## config.mk

```make
export PLATFORM = sky130hd
export DESIGN_NAME = tat_limit_regs
export DESIGN_NICKNAME = d
export VERILOG_FILES = /design/src/hdl/tat_pkg.sv /design/src/hdl/tat_trip_cmp.sv /design/src/hdl/tat_limit_regs.sv
export SDC_FILE = /design/constraint.sdc
export NUM_CORES = 1
export LEC_CHECK = 0
export ABC_AREA = 1
export BUFFER_PORTS_ARGS = -buffer_cell sky130_fd_sc_hd__buf_2
export CAP_MARGIN = 20
export CORE_MARGIN = 4
export CORE_UTILIZATION = 53
export DETAILED_ROUTE_END_ITERATION = 12
export GPL_TIMING_DRIVEN = 0
export HOLD_SLACK_MARGIN = 0.12
export PLACE_DENSITY = 0.78
export SYNTH_ARGS = -nofsm -noshare
export SYNTH_HDL_FRONTEND = slang
export SYNTH_SLANG_ARGS = --single-unit
```

## constraint.sdc

```tcl
create_clock -name ref_clk -period 2.5 [get_ports ref_clk]
set_input_delay 0.125 -clock ref_clk [delete_from_list [all_inputs] [get_ports ref_clk]]
set_output_delay 0.125 -clock ref_clk [all_outputs]
set_load 0.05 [all_outputs]
```

## src/hdl/tat_pkg.sv

```systemverilog
package tat_pkg;
  // ==========================================================================
  // Register map
  localparam logic [7:0]  ADDR_UPPER    = 8'h02;
  localparam logic [7:0]  ADDR_LOWER    = 8'h03;
  localparam logic [7:0]  ADDR_CRIT     = 8'h04;
  // ==========================================================================
  // Field layout of a limit register
  localparam int          LIM_MSB       = 12;
  localparam int          LIM_LSB       = 2;
  localparam int          LIM_W         = 11;
  localparam logic [15:0] LIM_MASK      = 16'h1ffc;
  localparam logic [15:0] LIM_RESET     = 16'h0000;
  // Configuration lock bit positions
  localparam int          CFG_WIN_LOCK  = 6;
  localparam int          CFG_CRIT_LOCK = 7;
  // Temperature and hysteresis width, both in 1/8 degree steps
  localparam int          TEMP_W        = 12;

  // Register write request
  typedef struct packed {
    logic        wr;
    logic [7:0]  addr;
    logic [15:0] data;
  } tat_wr_s;

  // Trip status flags
  typedef struct packed {
    logic crit;
    logic high;
    logic low;
  } tat_trip_s;
endpackage : tat_pkg

```

## src/hdl/tat_trip_cmp.sv

```systemverilog
`timescale 1ns/1ps
// ============================================================================
// Single limit comparator with hysteresis, temperature in 1/8 degree steps
module tat_trip_cmp (
  input  wire logic                    ref_clk,
  input  wire logic                    srst,
  input  wire logic                    below_mode,
  input  wire logic signed [11:0]      temp,
  input  wire logic signed [11:0]      limit,
  input  wire logic        [11:0]      hyst,
  output logic                         trip
);
  logic signed [13:0] lim_ext;
  logic signed [13:0] lim_hys;
  logic signed [13:0] tmp_ext;
  logic               next_trip;

  // Two extra sign bits so a low limit minus a large hysteresis cannot wrap
  assign lim_ext = {{2{limit[11]}}, limit};
  assign lim_hys = lim_ext - $signed({2'b00, hyst});
  assign tmp_ext = {{2{temp[11]}}, temp};

  // Set and release points, high trip or low trip
  assign next_trip = below_mode
    ? (trip ? (tmp_ext < lim_ext) : (tmp_ext < lim_hys))
    : (trip ? (tmp_ext > lim_hys) : (tmp_ext > lim_ext));

  // Trip state
  always_ff @(posedge ref_clk)
  begin
    if (srst)
      trip <= 1'b0;
    else
      trip <= next_trip;
  end
endmodule : tat_trip_cmp

```

## src/hdl/tat_limit_regs.sv

```systemverilog
`timescale 1ns/1ps
module tat_limit_regs (
  input  wire logic                ref_clk,
  input  wire logic                srst,
  input  wire tat_pkg::tat_wr_s    wr_req,
  input  wire logic [7:0]          rd_addr,
  output logic      [15:0]         rd_data,
  output logic                     rd_hit,
  input  wire logic                window_lock,
  input  wire logic                critical_lock,
  input  wire logic                alarm_enable,
  input  wire logic                critical_only,
  input  wire logic signed [11:0]  temp,
  input  wire logic        [11:0]  hyst,
  output tat_pkg::tat_trip_s       trip,
  output logic                     alarm
);
  // ==========================================================================
  // Constants and internal signals
  // Entry order of the per-limit arrays, in register address order
  localparam int   N_LIM      = 3;
  localparam int   E_UPPER    = 0;
  localparam int   E_LOWER    = 1;
  localparam int   E_CRIT     = 2;
  // Trip direction of a comparator
  localparam logic TRIP_ABOVE = 1'b0;
  localparam logic TRIP_BELOW = 1'b1;

  // Stored limits, one entry per register
  logic [15:0]        lim_q [N_LIM];
  logic [15:0]        upper_limit;
  logic [15:0]        lower_limit;
  logic [15:0]        critical_limit;

  // Write side decode and strobes
  logic               sel_upper;
  logic               sel_lower;
  logic               sel_crit;
  logic               upper_open;
  logic               lower_open;
  logic               crit_open;
  logic               wr_upper;
  logic               wr_lower;
  logic               wr_crit;
  logic [N_LIM-1:0]   lim_wr;
  logic [15:0]        wr_val;

  // Read side decode
  logic               rsel_upper;
  logic               rsel_lower;
  logic               rsel_crit;
  logic [15:0]        next_rd_data;

  // Limits on the temperature scale, trip states and alarm terms
  logic signed [11:0] lim_val [N_LIM];
  logic signed [11:0] upper_limit_value;
  logic signed [11:0] lower_limit_value;
  logic signed [11:0] critical_limit_value;
  logic               trip_high;
  logic               trip_low;
  logic               trip_crit;
  logic               window_trip;
  logic               window_alarm;
  logic               next_alarm;

  // ==========================================================================
  // Write decode, writes and reads decode their own address
  assign sel_upper = (wr_req.addr == tat_pkg::ADDR_UPPER);
  assign sel_lower = (wr_req.addr == tat_pkg::ADDR_LOWER);
  assign sel_crit  = (wr_req.addr == tat_pkg::ADDR_CRIT);
  // A refused write is dropped silently, the entry keeps its value
  assign wr_upper = wr_req.wr && sel_upper && upper_open;
  assign wr_lower = wr_req.wr && sel_lower && lower_open;
  assign wr_crit  = wr_req.wr && sel_crit  && crit_open;
  assign lim_wr   = {wr_crit, wr_lower, wr_upper};
  // Data offered to every entry, reserved bits cleared
  // reserved bits dropped
  assign wr_val   = wr_req.data & tat_pkg::LIM_MASK;

  // ==========================================================================
  // Lock gating, the lock inputs gate writes directly, reset does not clear them
  // window and critical lock gates
  assign upper_open = !window_lock;
  assign lower_open = !window_lock;
  assign crit_open  = !critical_lock;

  // ==========================================================================
  // Limit storage
  // upper, lower and critical storage
  // reset zero, locked write ignored
  // Reset wins over a write in the same cycle
  generate
    for (genvar i = 0; i < N_LIM; i++)
    begin : g_lim
      // Entry register, loaded only by its own accepted write
      always_ff @(posedge ref_clk)
      begin
        if (srst)
          lim_q[i] <= tat_pkg::LIM_RESET;
        else if (lim_wr[i])
          lim_q[i] <= wr_val;
      end
      // quarter degree limit onto 1/8 degree scale
      // Appending a zero keeps the sign bit on top
      assign lim_val[i] = {lim_q[i][tat_pkg::LIM_MSB:tat_pkg::LIM_LSB], 1'b0};
    end
  endgenerate

  // Register views for the read path
  assign upper_limit    = lim_q[E_UPPER];
  assign lower_limit    = lim_q[E_LOWER];
  assign critical_limit = lim_q[E_CRIT];
  // Limit views for the comparators
  assign upper_limit_value    = lim_val[E_UPPER];
  assign lower_limit_value    = lim_val[E_LOWER];
  assign critical_limit_value = lim_val[E_CRIT];

  // ==========================================================================
  // Read decode
  assign rsel_upper = (rd_addr == tat_pkg::ADDR_UPPER);
  assign rsel_lower = (rd_addr == tat_pkg::ADDR_LOWER);
  assign rsel_crit  = (rd_addr == tat_pkg::ADDR_CRIT);
  assign rd_hit     = rsel_upper || rsel_lower || rsel_crit;

  // ==========================================================================
  // Read data, unmapped addresses read zero
  // One-hot selects, OR of the masked entries
  assign next_rd_data = ({16{rsel_upper}} & upper_limit)
                      | ({16{rsel_lower}} & lower_limit)
                      | ({16{rsel_crit}}  & critical_limit);

  // Registered read data, one cycle after the address
  always_ff @(posedge ref_clk)
  begin
    if (srst)
      rd_data <= 16'h0000;
    else
      rd_data <= next_rd_data;
  end

  // ==========================================================================
  // Trip comparators, temperature in 1/8 degree steps
  // Hysteresis moves the release point of the upper and critical trips, but the set point of the lower trip
  // upper trip with hysteresis
  tat_trip_cmp u_upper (
    .ref_clk    (ref_clk),
    .srst       (srst),
    .below_mode (TRIP_ABOVE),
    .temp       (temp),
    .limit      (upper_limit_value),
    .hyst       (hyst),
    .trip       (trip_high)
  );

  tat_trip_cmp u_lower (
    .ref_clk    (ref_clk),
    .srst       (srst),
    .below_mode (TRIP_BELOW),
    .temp       (temp),
    .limit      (lower_limit_value),
    .hyst       (hyst),
    .trip       (trip_low)
  );

  tat_trip_cmp u_crit (
    .ref_clk    (ref_clk),
    .srst       (srst),
    .below_mode (TRIP_ABOVE),
    .temp       (temp),
    .limit      (critical_limit_value),
    .hyst       (hyst),
    .trip       (trip_crit)
  );

  // ==========================================================================
  // Alarm combine
  // Window alarm from either window trip
  assign window_trip  = trip_high || trip_low;
  // Critical only mode masks the window alarm
  assign window_alarm = !critical_only && window_trip;
  assign next_alarm   = alarm_enable && (trip_crit || window_alarm);
  // Trip states as seen by the status bits outside
  assign trip         = '{crit: trip_crit, high: trip_high, low: trip_low};

  // Registered alarm, polarity and mode are applied outside
  always_ff @(posedge ref_clk)
  begin
    if (srst)
      alarm <= 1'b0;
    else
      alarm <= next_alarm;
  end
endmodule : tat_limit_regs

```

Yosys cells after proc, flatten, opt, wreduce, memory -nomap -nowiden
Memory sizes are Yosys's and may differ from the RTL's.
Index checks and enable logic that the tools add are counted.
Widths: inputs -> output; s select.

word-level totals
  register bits = 20
  memory bits (writable) = 33
  bits of input ports = 63
  output and inout bits = 21
  memories kept = 1

memories
  memory  words  width  rd ports  clocked after Yosys merged registers in  wr ports  line                  source
  lim_q   3      11     3         0                                        3         tat_limit_regs.sv:30  logic [15:0] lim_q [N_LIM];

operators by class
  $add $sub $neg = 3
  order comparisons = 6
  equal/unequal tests = 6
  multiplexer cells = 17
  bitwise operators = 8
  reduce and logical (&&, ||, !) cells = 15

operators with widths
  kind                count
  $and 16x16->16      3
  $sub 12x13->14      3
  $mux 11             3
  $eq 8x2->1 const B  4
  $or 16x16->16       2
  $gt 12x14->1        2
  $gt 12x12->1        2
  $eq 8x3->1 const B  2
  $lt 12x14->1        1
  $mux 1              14
  $lt 12x12->1        1
  $logic_and 1x1->1   8
  $logic_or 1x1->1    4
  $logic_not 1->1     3
  $or 1x1->1          3

Longest topological paths before layout
  word-level depth = 7
  depth in mapped cells = 18

Modules after synthesis
A second synthesis with hierarchy kept.

second synthesis, totals
  cell total of the unflattened synthesis = 884
  area total of the unflattened synthesis = 6,167.2 um^2

modules (own cells, without submodules)
  module          times used  cells each  area each (um^2)
  tat_trip_cmp    3           220         1,375.1
  tat_limit_regs  1           224         2,042.0

Least setup slack after synthesis
No wires, ideal clock.

  kind = reg2reg
  from = mem lim_q[0][0] (netlist bit)
  to = reg u_upper.trip
  library setup time = 0.116 ns
  arrival = 2.380 ns
  required time = 2.384 ns
  setup slack = 0.004 ns
  stages on the path, launching flop included = 17
  path buffers = 0
  period minus slack after synthesis = 2.496 ns
  cells stage by stage = edfxtp_1 fa_1 nand3_1 nand2_1 a21oi_1 o21ai_1 xor2_1 ha_1 nand2_1 nor2_1 inv_1 nor2_1 nand2_1 nand2_1 nand2_1 nand3_1 a21oi_1

RTL lines
  item                  line                  source
  start, declared       tat_limit_regs.sv:30
  end signal, assigned  tat_trip_cmp.sv:34    trip <= next_trip;
  end, declared         tat_trip_cmp.sv:11    output logic trip

==> results.txt <==
----------------------------------------------------
[Final layout]
  Layout net count ... 1076
  Area occupied by multi-input gates ... 4290 sq um
  Sequential cell area ... 1290 sq um
  Commonest cells after routing, fill and taps aside ... nand2_1 (173), inv_1 (133), ha_1 (83)
  Most frequent standard cell in the layout excluding fill and tap cells ... nand2_1
  Fill cell total of the finished layout ... 850
  Antenna Cells ... 0
  Area growth from synthesis to layout ... 26.0%
  Layout cells sized above 1 ... 0.231
  Final Util ... 0.683

[Worst setup path]
  Type of destination of the critical path ... flop
  Required time worst endpoint ... 2740 ps
  Critical path data arrival time ... 2930 ps
  Cells along the critical path ... ha_4 -> a21oi_4 -> nand2_2 -> a21boi_4 -> nor2_1 -> nor2_1 -> xor2_1 -> ha_1 -> nand2_1 -> inv_1 -> nand3_1 -> nor2_1 -> nand2_1 -> nand3_1 -> nand3_1 -> a21oi_1
  CP max-delay cell ... edfxtp_1
  Type of origin of the critical path ... flop
  Maximum net fanout on the critical path ... 4
  Critical setup path kind ... reg -> reg
  Largest incremental delay on the critical path ... 470 ps

[Clocking]
  Maximum clock insertion buffer count ... 2
  # clock sinks ... 48
  Num CTS Buffers ... 5
  H-tree depth reported by CTS ... 2
  Root cell of the clock tree ... clkbuf_8
  Clock Latency Late Sink ... 320 ps
  Clk slew on worst S/H paths ... 120 ps
  TritonCTS clock tree ... done

[STA]
  Clock skew after layout ... 27.5 ps
  Final critical path time including I/O delays and setup ... 2680 ps
  Final hold violation count ... 0
  Final worst-path cycle share ... 1.07
  Final setup violation count ... 3
  Max Transition Viols Final ... 0
  Tightest Pin Transition ... 755 ps
  Worst slew margin relative to its limit ... 0.493
  Final worst-path setup slack ... -182 ps
  Hold slack final ... 124 ps
  Max frequency ... 373 MHz
  RSZ-0062 raised after global routing ... yes

[Placement]
  Half-perimeter wire length after placement ... 12000 um
  Placement Setup Slack ... -463 ps
  GP Congestion ... 0.913
  Port Buf Inserts ... 73

[Power and ir drop]
  Pwr per Cell Area ... 409 nW/um^2
  VDD IR max ... 0.327 mV
  Internal power of the cells ... 0.00171 W
  Combinational Power Share ... 0.492
  Reported net switching power ... 0.00117 W
  Part of the total power dissipated in sequential elements ... 0.325
  Clock power share ... 0.183
  Leakage power figure ... 3.65 nW
  Switching power share of the total ... 0.406

[Detailed routing]
  Vias per std cell ... 5.41
  First DRT Iteration DRCs ... 442
  Remaining antenna violation count after routing ... 0
  WL/cell ... 15.5 um
  Via Count ... 5625
  Final wirelength ... 16200 um
  Initial DRT Pass Iterations ... 5
  Number of DRC violations after detailed routing ... 0

[Synthesis]
  Ys flop type ... edfxtp_1
  Synth Area per Inst ... 7.12 sq um
  Flip-flop and latch count after synthesis ... 48
  Fraction of registers with async set or reset after synthesis ... 0
  Count of cell types in the netlist ... 35
  Post-synth EDFFs ... 33
  Count of yosys warnings during synthesis ... 0
  Portion of the post-synthesis area used by sequential elements ... 0.231
  Cell area after synthesis ... 5600 sq um
  Synth Instances ... 786

[GRT]
  Number of global-route vias before repair ... 5397
  Global-route wire length before repair ... 24800 um
  Pin count of the biggest net entering global routing ... 16
  Antenna violations before repair ... 0
  Aggregate global routing overflow ... 0
  Global router's overall resource usage ... 0.246

[Status]
  Status ... complete, but fails checks
  Failing checks ... negative setup slack

[Floorplan]
  Number of core rows ... 37
  Area of the placeable core ... 10300 sq um
  Starting density of the core ... 0.542
  Number of placed I/O pins ... 84
  Height of the die ... 111 um
  Die extent in x ... 111 um
  DIE AREA ... 12300 sq um

[Job]
  Max cap viols ... 0

[Worst hold path]
  Path type of the worst min-delay path ... in -> reg

----------------------------------------------------
synth_stat cells (3+ instances only):
| cell | n | area share |
|---|---|---|
| nand2_1 | 181 | 0.12 |
| xor2_1 | 21 | 0.033 |
| inv_2 | 3 | 0.0020 |
| o211ai_1 | 6 | 0.0080 |
| fa_1 | 3 | 0.011 |
| o21ai_0 | 18 | 0.016 |
| dfxtp_1 | 15 | 0.054 |
| and2_1 | 3 | 0.0034 |
| buf_4 | 8 | 0.011 |
| nor2_1 | 80 | 0.054 |
| nand4_1 | 10 | 0.011 |
| ha_1 | 108 | 0.24 |
| o21ai_1 | 15 | 0.013 |
| o21bai_1 | 3 | 0.0040 |
| nand3_1 | 41 | 0.037 |
| inv_1 | 133 | 0.089 |
| edfxtp_1 | 33 | 0.18 |
| a21oi_1 | 64 | 0.057 |
| o21a_1 | 3 | 0.0040 |
| a21boi_1 | 3 | 0.0040 |
| nor4_1 | 4 | 0.0045 |
| nor4_2 | 3 | 0.0067 |
| buf_2 | 3 | 0.0027 |
| xnor2_1 | 12 | 0.019 |
registers in the layout, summed over array words and instances (netlist names):
register,count
lim_q,33
rd_data,11
alarm,1
u_crit.trip,1
u_lower.trip,1
u_upper.trip,1
power by group through the flow:
stage,Clock [W],Sequential (W),Combinational (W)
final,0.000528,0.000936,0.00142
after global routing,0.000558,0.000940,0.00159
after CTS,0.000531,0.000930,0.00127
after detailed placement,0,0.000944,0.00113
after global placement,0,0.000943,0.00111
after floorplan,0,0.000931,0.000854
through the flow:
step / total power, W / instance area [sq um] / setup TNS (ps) / cells
6_report: 0.00288 / 7050 / -453 / 1039
5_1_grt: 0.00308 / 7050 / -950 / 1039
4_1_cts: 0.00274 / 6740 / -280 / 1028
3_3_place_gp: 0.00205 / 6150 / -1050 / 999
2_1_floorplan: 0.00179 / 5610 / 0 / 790
3_5_place_dp: 0.00208 / 6150 / -1100 / 999
final timing paths:
kind	slack [ps]	endpoint	cells after the start	start
hold reg to reg	510	u_lower.trip$_SDFF_PP0_	2	u_lower.trip$_SDFF_PP0_
setup reg to reg	-180	u_crit.trip$_SDFF_PP0_	16	lim_q[2][1]$_SDFFCE_PN0P_
setup / recovery	-180	u_crit.trip$_SDFF_PP0_	16	lim_q[2][1]$_SDFFCE_PN0P_
hold / removal	120	alarm$_SDFF_PP0_	4	critical_only
logic make-up (layout without fill, tap and decap cells):
kind of cell	after synthesis	in the layout	share of synthesized area
DFF	48	48	0.231
other	1	5	0.000670
xor gates and xnor gates	33	33	0.0516
AOI/OAI and AO/OA	114	114	0.110
buffers and inverters	149	262	0.106
adders and majority gates	111	111	0.252
and+or+nand+nor	330	330	0.249
worst max-delay path, delay by kind of cell, from the launching register on:
kind            cells  cell delay, ps
simple gates        9             900
fa+ha+maj           2             600
compound gates      3             480
flops               1             470
xor+xnor            1             110
buf+inv             1              60
area by class of cell:
cell class / count / area share
buffer: 13 / 0.0117
clock buffer: 6 / 0.0117
clock inverter: 2 / 0.00177
inverter: 136 / 0.0724
multi-input combinational: 593 / 0.609
sequential: 48 / 0.183
tap: 136 / 0.0241
timing repair buffer: 105 / 0.0866
per-layer routing:
metal | GRT usage | wire length [um] | vias to the layer above
met5 | 0 | 0 | -
met4 | 0.0837 | 653 | 0
met3 | 0.0306 | 1070 | 51
met2 | 0.428 | 7770 | 224
met1 | 0.313 | 6660 | 2545
li1 | - | - | 2805
timing repair:
action	4_1_cts	5_1_grt
hold buffers	2	0
pin swaps	26	35
resized for setup	54	42
setup buffers	19	11
endpoints found under the hold margin	2	0
setup endpoints to repair	3	3
No activity file was read; power rests on OpenSTA's default activity.
